==> src/hw/temp_consts.svh <==
`ifndef TEMP_CONSTS_SVH
`define TEMP_CONSTS_SVH
// Command word bit positions
`define CMD_PERIOD_MSB 15
`define CMD_COMMIT_BIT 16
`define CMD_TYPE_BIT   17
`define CMD_CURVE_BIT  18
`define CMD_READ_BIT   22
`define CMD_FOUR_BIT   24
`define CMD_MANUAL_BIT 25
`define CMD_PAIR_BIT   26
// Result word bit positions
`define RES_ABN_LO     13
`define RES_RDY_ONE    14
`define RES_RDY_THREE  15
`define RES_ABN_HI     29
`define RES_RDY_TWO    30
`define RES_RDY_FOUR   31
// Period codes, in tenths of a second
`define PERIOD_MIN     16'h0005
`define PERIOD_MAX     16'h0064
`define PERIOD_DEF     16'h0028
// Timing: base tick and two-channel refresh
`define CLK_KHZ        50000
`define TICK_MS        100
`define TWO_CH_MS      300
`define TWO_CH_TICKS   (`TWO_CH_MS / `TICK_MS)
`endif

==> src/hw/temp_pkg.sv <==
`default_nettype none
package temp_pkg;
  // Measurement modes chosen at configuration time
  typedef enum logic [1:0] {MODE_TWO, MODE_AUTO, MODE_MANUAL} meas_mode_t;
  // Conversion scheduler states
  typedef enum logic [1:0] {SCH_IDLE, SCH_WAIT, SCH_CONV} sched_state_t;
endpackage : temp_pkg
`default_nettype wire

==> src/hw/temp_cfg_if.sv <==
`default_nettype none
interface temp_cfg_if;
  import temp_pkg::*;
  logic        valid;
  meas_mode_t  mode;
  logic [15:0] period;
  logic        res_type;
  logic        curve;
  // Latch drives the settings, everyone else only reads
  modport src (output valid, output mode, output period, output res_type, output curve);
  modport dst (input valid, input mode, input period, input res_type, input curve);
endinterface : temp_cfg_if
`default_nettype wire

==> src/hw/temp_host_word.sv <==
// What this block does
// - Period codes 5..100 kept, others become 40
// - No period given means four seconds
// - Bit 17 picks thermocouple or resistance variant
// - Bit 18 picks sensor curve per variant
// - Bit 24 picks two or four channels
// - Bit 25 picks automatic or manual four-channel
// - First commit after reset captures; later ignored
// - Manual read request answered by ready bit
// - Bit 26 picks channel pair in manual
// - Bit 13 switches low field to fault flags
// - Bit 14 marks valid channel one data
// - Bit 15 marks valid channel three data
// - Temperature is 13-bit binary, tenths of degree
// - Resistance variant uses two's complement sign
// - Fault bits 0-4: range, open, cold junction
// - Fault bit 5 internal, bit 6 wrong module
// - Upper half mirrors lower for channels two, four
// - Two-channel mode refreshes channels one, two, 0.3 s
`include "temp_consts.svh"
`default_nettype none
module temp_host_word
  import temp_pkg::*;
#(
  parameter int TICK_CYCLES = `TICK_MS * `CLK_KHZ
) (
  // Clock and reset
  input  wire logic        MCLK_I,
  input  wire logic        RESET_I,
  // Command word from the ladder controller
  input  wire logic [31:0] CMD_I,
  // Installed variant strap, 1 = resistance
  input  wire logic        VARIANT_I,
  // Converter results and faults
  input  wire logic        CONV_DONE_I,
  input  wire logic [12:0] CONV_LO_I,
  input  wire logic [12:0] CONV_HI_I,
  input  wire logic [3:0]  RANGE_FLT_I,
  input  wire logic [3:0]  OPEN_FLT_I,
  input  wire logic        CJ_FLT_I,
  input  wire logic        SYS_FLT_I,
  // Converter control
  output logic             CONV_START_O,
  output logic             CONV_PAIR_O,
  output logic             CONV_CURVE_O,
  output logic             CONV_RES_TYPE_O,
  // Result word to the ladder controller
  output logic [31:0]      RESULT_O
);
  localparam int TW = $clog2(TICK_CYCLES);

  logic [31:0]   cmd_meta_q;
  logic [31:0]   cmd_q;
  logic          var_meta_q;
  logic          var_q;
  logic [TW-1:0] div_q;
  logic          tick_q;
  logic          start;
  logic          pair;
  logic          shown_q;
  logic [12:0]   val_q [4];
  logic [3:0]    rdy_q;
  logic          four_ch;
  logic          manual;
  logic          wrong_mod;
  logic          cj_eff;
  logic [6:0]    flt_lo;
  logic [6:0]    flt_hi;
  logic [31:0]   res_d;

  temp_cfg_if cfg ();

  // Command pins and the strap come from another domain
  always_ff @(posedge MCLK_I) begin
    if (RESET_I) begin
      cmd_meta_q <= 32'h00000000;
      cmd_q      <= 32'h00000000;
      var_meta_q <= 1'b0;
      var_q      <= 1'b0;
    end else begin
      cmd_meta_q <= CMD_I;
      cmd_q      <= cmd_meta_q;
      var_meta_q <= VARIANT_I;
      var_q      <= var_meta_q;
    end
  end

  // 0.1 s tick; every period code counts in these
  always_ff @(posedge MCLK_I) begin
    if (RESET_I) begin
      div_q  <= '0;
      tick_q <= 1'b0;
    end else if (div_q == TW'(TICK_CYCLES - 1)) begin
      div_q  <= '0;
      tick_q <= 1'b1;
    end else begin
      div_q  <= div_q + TW'(1);
      tick_q <= 1'b0;
    end
  end

  // Settings capture
  temp_cfg_latch u_cfg (
    .clk_i (MCLK_I),
    .rst_i (RESET_I),
    .cmd_i (cmd_q),
    .cfg   (cfg)
  );

  // Pair scheduling and manual handshake
  temp_pair_sched u_sched (
    .clk_i      (MCLK_I),
    .rst_i      (RESET_I),
    .tick_i     (tick_q),
    .read_req_i (cmd_q[`CMD_READ_BIT]),
    .pair_sel_i (cmd_q[`CMD_PAIR_BIT]),
    .done_i     (CONV_DONE_I),
    .start_o    (start),
    .pair_o     (pair),
    .cfg        (cfg)
  );

  assign CONV_START_O    = start;
  assign CONV_PAIR_O     = pair;
  assign CONV_CURVE_O    = cfg.curve;
  assign CONV_RES_TYPE_O = cfg.res_type;

  assign four_ch = (cfg.mode != MODE_TWO);
  assign manual  = (cfg.mode == MODE_MANUAL);

  // Pair on display follows the last finished conversion
  always_ff @(posedge MCLK_I) begin
    if (RESET_I) begin
      shown_q <= 1'b0;
    end else if (CONV_DONE_I && cfg.valid) begin
      shown_q <= pair;
    end
  end

  // Per-channel value and ready; even index uses the low result
  for (genvar i = 0; i < 4; i++) begin : g_chan
    logic [12:0] raw;
    assign raw = (i % 2 == 0) ? CONV_LO_I : CONV_HI_I;

    always_ff @(posedge MCLK_I) begin
      if (RESET_I) begin
        val_q[i] <= 13'h0000;
      end else if (CONV_DONE_I && cfg.valid && pair == 1'((i / 2) % 2)) begin
        // Full 13 bits kept: thermocouple readings above 409.5 need bit 12
        val_q[i] <= raw;
      end
    end

    // A fresh result wins over a dropped request in the same cycle
    always_ff @(posedge MCLK_I) begin
      if (RESET_I) begin
        rdy_q[i] <= 1'b0;
      end else if (CONV_DONE_I && cfg.valid && pair == 1'((i / 2) % 2)) begin
        rdy_q[i] <= 1'b1;
      end else if (!cfg.valid || (manual && !cmd_q[`CMD_READ_BIT])) begin
        rdy_q[i] <= 1'b0;
      end
    end
  end

  // Wrong module: configured type disagrees with the strap
  assign wrong_mod = cfg.valid && (cfg.res_type != var_q);
  // Cold-junction sensing exists only on thermocouple parts
  assign cj_eff    = CJ_FLT_I && !cfg.res_type;

  // Fault fields; pair three/four faults only matter with four channels
  assign flt_lo = {wrong_mod, SYS_FLT_I, cj_eff,
                   OPEN_FLT_I[2] & four_ch, RANGE_FLT_I[2] & four_ch,
                   OPEN_FLT_I[0], RANGE_FLT_I[0]};
  assign flt_hi = {wrong_mod, SYS_FLT_I, cj_eff,
                   OPEN_FLT_I[3] & four_ch, RANGE_FLT_I[3] & four_ch,
                   OPEN_FLT_I[1], RANGE_FLT_I[1]};

  // Result word assembly
  always_comb begin
    res_d = 32'h00000000;
    if (flt_lo != 7'h00) begin
      res_d[12:0] = {6'h00, flt_lo};
    end else begin
      res_d[12:0] = shown_q ? val_q[2] : val_q[0];
    end
    res_d[`RES_ABN_LO]    = (flt_lo != 7'h00);
    res_d[`RES_RDY_ONE]   = cfg.valid && rdy_q[0] && !shown_q;
    res_d[`RES_RDY_THREE] = cfg.valid && rdy_q[2] && shown_q;
    if (flt_hi != 7'h00) begin
      res_d[28:16] = {6'h00, flt_hi};
    end else begin
      res_d[28:16] = shown_q ? val_q[3] : val_q[1];
    end
    res_d[`RES_ABN_HI]    = (flt_hi != 7'h00);
    res_d[`RES_RDY_TWO]   = cfg.valid && rdy_q[1] && !shown_q;
    res_d[`RES_RDY_FOUR]  = cfg.valid && rdy_q[3] && shown_q;
  end

  // Registered so the controller never sees a glitch
  always_ff @(posedge MCLK_I) begin
    if (RESET_I) begin
      RESULT_O <= 32'h00000000;
    end else begin
      RESULT_O <= res_d;
    end
  end
endmodule : temp_host_word
`default_nettype wire

==> src/hw/temp_cfg_latch.sv <==
`include "temp_consts.svh"
`default_nettype none
module temp_cfg_latch
  import temp_pkg::*;
(
  // Clock and reset
  input  wire logic        clk_i,
  input  wire logic        rst_i,
  // Synchronised command word
  input  wire logic [31:0] cmd_i,
  // Frozen settings
  temp_cfg_if.src          cfg
);
  logic [15:0] code;
  logic        code_ok;

  // Out-of-range codes, including an absent zero, fall back to four seconds
  assign code    = cmd_i[`CMD_PERIOD_MSB:0];
  assign code_ok = (code >= `PERIOD_MIN) && (code <= `PERIOD_MAX);

  // One capture per reset; later commits are ignored
  always_ff @(posedge clk_i) begin
    if (rst_i) begin
      cfg.valid    <= 1'b0;
      cfg.mode     <= MODE_TWO;
      cfg.period   <= `PERIOD_DEF;
      cfg.res_type <= 1'b0;
      cfg.curve    <= 1'b0;
    end else if (!cfg.valid && cmd_i[`CMD_COMMIT_BIT]) begin
      cfg.valid    <= 1'b1;
      cfg.period   <= code_ok ? code : `PERIOD_DEF;
      cfg.res_type <= cmd_i[`CMD_TYPE_BIT];
      cfg.curve    <= cmd_i[`CMD_CURVE_BIT];
      if (!cmd_i[`CMD_FOUR_BIT]) begin
        cfg.mode <= MODE_TWO;
      end else if (cmd_i[`CMD_MANUAL_BIT]) begin
        cfg.mode <= MODE_MANUAL;
      end else begin
        cfg.mode <= MODE_AUTO;
      end
    end
  end
endmodule : temp_cfg_latch
`default_nettype wire

==> src/hw/temp_pair_sched.sv <==
`include "temp_consts.svh"
`default_nettype none
module temp_pair_sched
  import temp_pkg::*;
(
  // Clock, reset and 0.1 s tick
  input  wire logic clk_i,
  input  wire logic rst_i,
  input  wire logic tick_i,
  // Manual handshake levels, already synchronised
  input  wire logic read_req_i,
  input  wire logic pair_sel_i,
  // Converter
  input  wire logic done_i,
  output logic      start_o,
  output logic      pair_o,
  // Settings
  temp_cfg_if.dst   cfg
);
  sched_state_t state_q;
  logic [15:0]  tick_cnt_q;
  logic [15:0]  interval;
  logic         served_q;
  logic         next_pair_q;

  // Two-channel runs at a fixed 0.3 s, automatic at the programmed code
  assign interval = (cfg.mode == MODE_TWO) ? 16'(`TWO_CH_TICKS) : cfg.period;

  // Conversion sequencing
  always_ff @(posedge clk_i) begin
    if (rst_i) begin
      state_q     <= SCH_IDLE;
      tick_cnt_q  <= 16'h0000;
      start_o     <= 1'b0;
      pair_o      <= 1'b0;
      next_pair_q <= 1'b0;
    end else begin
      start_o <= 1'b0;
      case (state_q)
        SCH_IDLE: begin
          if (cfg.valid) begin
            state_q <= SCH_WAIT;
          end
        end
        SCH_WAIT: begin
          if (cfg.mode == MODE_MANUAL) begin
            if (read_req_i && !served_q) begin
              start_o <= 1'b1;
              pair_o  <= pair_sel_i;
              state_q <= SCH_CONV;
            end
          end else if (tick_i) begin
            if (tick_cnt_q >= interval - 16'h0001) begin
              tick_cnt_q  <= 16'h0000;
              start_o     <= 1'b1;
              pair_o      <= (cfg.mode == MODE_TWO) ? 1'b0 : next_pair_q;
              next_pair_q <= ~next_pair_q;
              state_q     <= SCH_CONV;
            end else begin
              tick_cnt_q <= tick_cnt_q + 16'h0001;
            end
          end
        end
        SCH_CONV: begin
          if (done_i) begin
            state_q <= SCH_WAIT;
          end
        end
        default: state_q <= SCH_IDLE;
      endcase
    end
  end

  // One conversion per raised request; the request must drop before the next
  always_ff @(posedge clk_i) begin
    if (rst_i) begin
      served_q <= 1'b0;
    end else if (start_o && cfg.mode == MODE_MANUAL) begin
      served_q <= 1'b1;
    end else if (!read_req_i) begin
      served_q <= 1'b0;
    end
  end
endmodule : temp_pair_sched
`default_nettype wire

==> config.mk <==
export PLATFORM = sky130hd
export DESIGN_NAME = temp_host_word
export DESIGN_NICKNAME = d
export VERILOG_FILES = /design/src/hw/temp_pkg.sv /design/src/hw/temp_cfg_if.sv /design/src/hw/temp_host_word.sv /design/src/hw/temp_cfg_latch.sv /design/src/hw/temp_pair_sched.sv
export VERILOG_INCLUDE_DIRS = /design/src /design/src/hw
export SDC_FILE = /design/constraint.sdc
export NUM_CORES = 1
export LEC_CHECK = 0
export BUFFER_PORTS_ARGS = -buffer_cell sky130_fd_sc_hd__buf_2
export CORE_MARGIN = 1
export CORE_UTILIZATION = 57
export DETAILED_ROUTE_END_ITERATION = 8
export GPL_ROUTABILITY_DRIVEN = 0
export GPL_TIMING_DRIVEN = 0
export PLACE_DENSITY = 0.87
export SLEW_MARGIN = 25
export SYNTH_ARGS = -nofsm -noshare
export SYNTH_HDL_FRONTEND = slang
export SYNTH_SLANG_ARGS = --single-unit
==> constraint.sdc <==
create_clock -name MCLK_I -period 4.72 [get_ports MCLK_I]
set_clock_uncertainty 0.05 [all_clocks]
set_input_delay 0.944 -clock MCLK_I [delete_from_list [all_inputs] [get_ports MCLK_I]]
set_output_delay 0.944 -clock MCLK_I [all_outputs]
set_load 0.01 [all_outputs]
Yosys cells after proc, flatten, opt, wreduce, memory -nomap -nowiden
Memory sizes are Yosys's and may differ from the RTL's.
Cells that the tools add are included.
{"block": "totals", "ff_bits": 158, "ram_bits": 52, "input_bits": 72, "elab_cells": 134, "mem_count": 1}
{"memory": "val_q", "words": 4, "word_bits": 13, "read_ports": 4, "rd_clocked_by_memory_dff": 0, "wr": 4, "line": "temp_host_word.sv:61", "rtl": "logic [12:0] val_q [4];"}
{"block": "classes", "n_addsub": 3, "magnitude_cmp": 3, "n_eq_ne": 12, "mux": 43, "bitwise": 12, "n_reduce_logical": 37}
{"op": "$mux W13", "n": 6}
{"op": "$mux W16", "n": 3}
{"op": "$add A23 B1 Y23 const B", "n": 1}
{"op": "$eq A23 B23 Y1 const B", "n": 1}
{"op": "$mux W1", "n": 23}
{"op": "$add A16 B1 Y16 const B", "n": 1}
{"op": "$ge A16 B16 Y1", "n": 1}
{"op": "$ge A16 B3 Y1 const B", "n": 1}
{"op": "$le A16 B7 Y1 const B", "n": 1}
{"op": "$mux W2", "n": 8}
{"op": "$sub A16 B1 Y16 const B", "n": 1}
{"op": "$logic_and A1 B1 Y1", "n": 14}
{"op": "$mux W7", "n": 2}
{"op": "$reduce_bool A7 Y1", "n": 2}
{"op": "$reduce_bool A2 Y1", "n": 5}
{"op": "$reduce_and A4 Y1", "n": 2}
{"op": "$reduce_or A2 Y1", "n": 4}
{"op": "$ne A3 B2 Y1 const B", "n": 2}
{"op": "$pmux W2 S3", "n": 1}
{"op": "$logic_not A1 Y1", "n": 5}
{"op": "$reduce_and A5 Y1", "n": 1}
{"op": "$and A1 B1 Y1", "n": 4}
{"op": "$eq A2 B2 Y1 const B", "n": 2}
{"op": "$logic_not A2 Y1", "n": 2}
{"op": "other kinds (9)", "n": 17}

Logic depth before layout (Yosys ltp)
{"block": "depth", "word_depth": 8, "ltp_mapped": 14, "depth_no_buf": 12}

Hierarchy
Synthesis repeated with hierarchy kept, for this count alone.
{"block": "hier_totals", "cells_unflattened": 799, "hier_area_um2": 8514.4}
{"mod": "temp_host_word", "instances": 1, "cells_per_inst": 509, "area_each_um2": 6043.3}
{"mod": "temp_pair_sched", "instances": 1, "cells_per_inst": 218, "area_each_um2": 1737.9}
{"mod": "temp_cfg_latch", "instances": 1, "cells_per_inst": 72, "area_each_um2": 733.2}

Least setup slack after synthesis
OpenSTA, ideal clock, no wires.
{"block": "synth_timing", "path_type": "input to register", "startpoint": "in CONV_DONE_I", "endpoint": "mem val_q[0][0] (enable)", "setup_ps": 448, "arrival_ps": 2941, "setup_slack_ps": 1281, "stages": 2, "path_cell_list": "nand2_1 -> o21ai_0"}
{"item": "start: declaration", "line": "temp_host_word.sv:35", "rtl": "input wire logic CONV_DONE_I,"}
{"item": "end: declaration", "line": "temp_host_word.sv:61"}

Worst setup path in the final report
{"block": "layout_timing", "startpoint": "reg u_cfg.cfg.period[2]", "endpoint": "reg u_sched.tick_cnt_q[0]"}
{"block": "layout_via", "elab_chain_cells": 4}
{"item": "start: declaration", "line": "temp_cfg_if.sv:10", "rtl": "modport src (output valid, output mode, output period, output res_type, output curve);"}
{"item": "start signal: assignment", "line": "temp_cfg_latch.sv:26", "rtl": "cfg.period <= `PERIOD_DEF;"}
{"item": "start signal: assignment", "line": "temp_cfg_latch.sv:31", "rtl": "cfg.period <= code_ok ? code : `PERIOD_DEF;"}
{"item": "$mux W16", "line": "temp_pair_sched.sv:27", "rtl": "assign interval = (cfg.mode == MODE_TWO) ? 16'(`TWO_CH_TICKS) : cfg.period;"}
{"item": "$sub A16 B1 Y16", "line": "temp_pair_sched.sv:53", "rtl": "if (tick_cnt_q >= interval - 16'h0001) begin"}
{"item": "$ge A16 B16 Y1", "line": "temp_pair_sched.sv:53"}
{"item": "$mux W16", "line": "temp_pair_sched.sv:53"}
{"item": "end signal: assignment", "line": "temp_pair_sched.sv:60", "rtl": "tick_cnt_q <= tick_cnt_q + 16'h0001;"}
{"item": "end: declaration", "line": "temp_pair_sched.sv:21", "rtl": "logic [15:0] tick_cnt_q;"}
Every way passes these cells.
A chain may end at the register's enable or synchronous reset.

==> reports/results.ini <==
[run_status]
status = complete, no violations

[placed_design]
dp_hpwl_mm = 11.6
io_buffer_count = 98
place_area_mm2 = 0.00878

[grt]
grt_pass1_vias = 5698
grt_usage_pct = 24.8
grt_pass1_wl_mm = 27.7
grt_overflow_total = 0
grt_max_degree = 27
antenna_found_initial = 0

[clock_tree]
clock_latency_ps = 440
cts_tree = done
cts_buffers = 17
h-tree-depth = 4
root_buffer = clkbuf_16
cts.sinks = 200
post_cts_buffers = 0
ctsResizeCount = 0
cts.reportedPaths.clkPinSlew_ps = 70
clockBufferDepth = 2
cts-hold-fix-buffers = 0

[sta]
hold_viol_final = 0
period_share_pct = 82.3
fin_crit_ps = 3880
rsz0062_at_grt = no
setup_viol = 0
tns_ps = 0
timing.fmax_mhz = 258
max-slew-margin-rel_pct = 51.6
tightest_slew_ps = 724
slew_violations = 0

[detailed_routing]
ant_nets = 0
wl_per_cell_um = 15.6
dr.pass1.iters = 5
drc = 0
via_per_inst = 5.55
wl_mm = 16.7
dr.first_iter.drc_count = 305
vias = 5949

[setup_path]
crit_path_end_kind = flip-flop
max_stage_delay_ps = 710
r2r_slack_ps = 840
worstSetupStartpointType = flip-flop
critPathMostFrequentCell = nor3_1
reg2reg_depth = 13
critPathSlowestCell = a2111oi_2
crit_required_ps = 5030
crit_type = reg2reg
path_cells = clkbuf_1 -> nor3_1 -> nand4_1 -> nor3_1 -> xor2_1 -> nand2_1 -> ha_1 -> nand3_1 -> a21boi_0 -> a2111oi_2 -> a21oi_2 -> buf_6 -> nor3_1
r2r_end = u_sched.tick_cnt_q[0]
r2r-start = u_cfg.cfg.period[2]
critPathArrivalTime_ps = 4190
crit_path_max_fanout = 10

[logic_synthesis]
netlist_instances = 765
seq_area_frac_synth_pct = 56.4
post_synth.cell_area_avg_um2 = 10.5
synth_ff_type = dfxtp_1
ys_seq_elements = 200
async_flop_share_pct = 0
synth_top_area_share_pct = 36.9
synth_area_mm2 = 0.00803
yosysTopAreaCell = dfxtp_1
synth_area_leaders = dfxtp_1, edfxtp_1, nor2b_1
syn_nets = 856
yosysWarnings = 0
synth_edf_count = 52
synth_cell_types = 59

[floorplanning]
die_y_um = 121
die_x_um = 121
core_area_mm2 = 0.0135
dieArea_mm2 = 0.0146
std_cell_rows = 42
io_pins = 108
initial_core_util_pct = 59.4

[cells_and_area]
layout_commonest_cell = dfxtp_1
fillers = 953
drive_gt1_share_pct = 18.6
final_cell_mix = dfxtp_1, buf_2, nor2_1, nor2b_1, and2_1
finalNetCount = 974
diodes = 0
areaGrowthSynthToFinish_pct = 16.6
final_cell_area_mm2 = 0.00936

[worst_hold_path]
hold_path_end = cmd_q[0]
holdPathStages = 1
hold_start = cmd_meta_q[0]
min_path_type = reg2reg

[power_and_ir_drop]
p_per_area_mw_per_mm2 = 361
p_leak_nw = 3.72
ir_drop_mv = 0.329

[run]
maxCapViolations = 0

## power by group
group | switching [mW] | internal (mW) | leakage (nW) | total, mW
clock | 0.676 | 0.721 | 0.283 | 1.40
sequential | 0.0168 | 1.80 | 1.75 | 1.82
combinational | 0.0894 | 0.0654 | 1.69 | 0.155
total | 0.783 | 2.59 | 3.72 | 3.37
## cells in the mapped netlist (all sizes together), types with 5 or more instances
cell type  number
and2           54
buf            12
mux2i          16
and4            5
nor2           84
inv            10
dfxtp         148
xnor2          30
nand3          23
clkbuf         24
a21oi          25
edfxtp         52
xor2           14
ha             19
nor2b          56
nor3           33
nor4            9
nand4           8
and3           15
a22oi          11
o21ai          12
mux2           13
o22ai           5
nand2          48
## registers in the layout, indices dropped and copies added, names as in the netlist, 16 cells and up
register            cells
cmd_meta_q             23
cmd_q                  23
u_cfg.cfg.period       16
div_q                  23
u_sched.tick_cnt_q     16
val_q                  52
RESULT_O               30
## critical path: cells and delay by family (launching register included)
kind	cells	cell delay [ps]
AND/OR/NAND/NOR	6	1430
AO/OA/AOI/OAI	3	1100
XOR/XNOR	1	190
buffers and inverters	2	420
adder cells (fa/ha/maj)	1	320
flip-flops	1	300
## cell type report
class	count	area [um^2]	share of cell area, %
flip-flops and latches	200	4520	48.3
multi-input cells	518	3320	35.4
repair buffers	99	518	5.53
clock buffers	19	447	4.77
well taps	176	220	2.35
plain buffers	36	165	1.76
clock inverters	13	128	1.36
inverters	11	41.3	0.441
## cell families (layout without fill, tap and decap cells)
family	count (synthesis)	in the layout	share of synthesized area [%]
simple gates	350	350	23.1
buf+inv	47	178	2.57
fa+ha+maj	19	19	2.96
flops	200	200	56.4
xor+xnor	44	44	4.80
compound gates	76	76	6.37
mux	29	29	3.87
## worst max-delay path by stage
stage                             start                     to
CTS                 u_cfg.cfg.period[3]  u_sched.tick_cnt_q[0]
global placement            CONV_DONE_I           val_q[0][10]
detailed placement  u_cfg.cfg.period[2]  u_sched.tick_cnt_q[0]
finish              u_cfg.cfg.period[2]  u_sched.tick_cnt_q[0]
global route        u_cfg.cfg.period[2]  u_sched.tick_cnt_q[8]
floorplan                   CONV_DONE_I            val_q[0][0]
## metal layers
layer  vias to the layer above  track usage (%)  routed length (um)
met3                        31             5.00                 993
met1                      2801             30.5                7050
met4                         0             11.2                 445
met5                         -                0                   0
li1                       2886                -                   -
met2                       231             41.8                8210
## metrics by stage
step / setup slack [ps] / power (mW) / utilization, % / std cells / hold WS [ps]
4_1_cts: 881 / 3.39 / 69.3 / 1072 / 388
5_1_grt: 539 / 3.49 / 69.3 / 1072 / 405
6_report: 838 / 3.37 / 69.3 / 1072 / 387
3_3_place_gp: 181 / 2.00 / 64.7 / 1039 / 366
2_1_floorplan: 1280 / 1.94 / - / 765 / 363
3_5_place_dp: 913 / 2.01 / 65.0 / 1040 / 372
(Power assumes the default switching activity.)
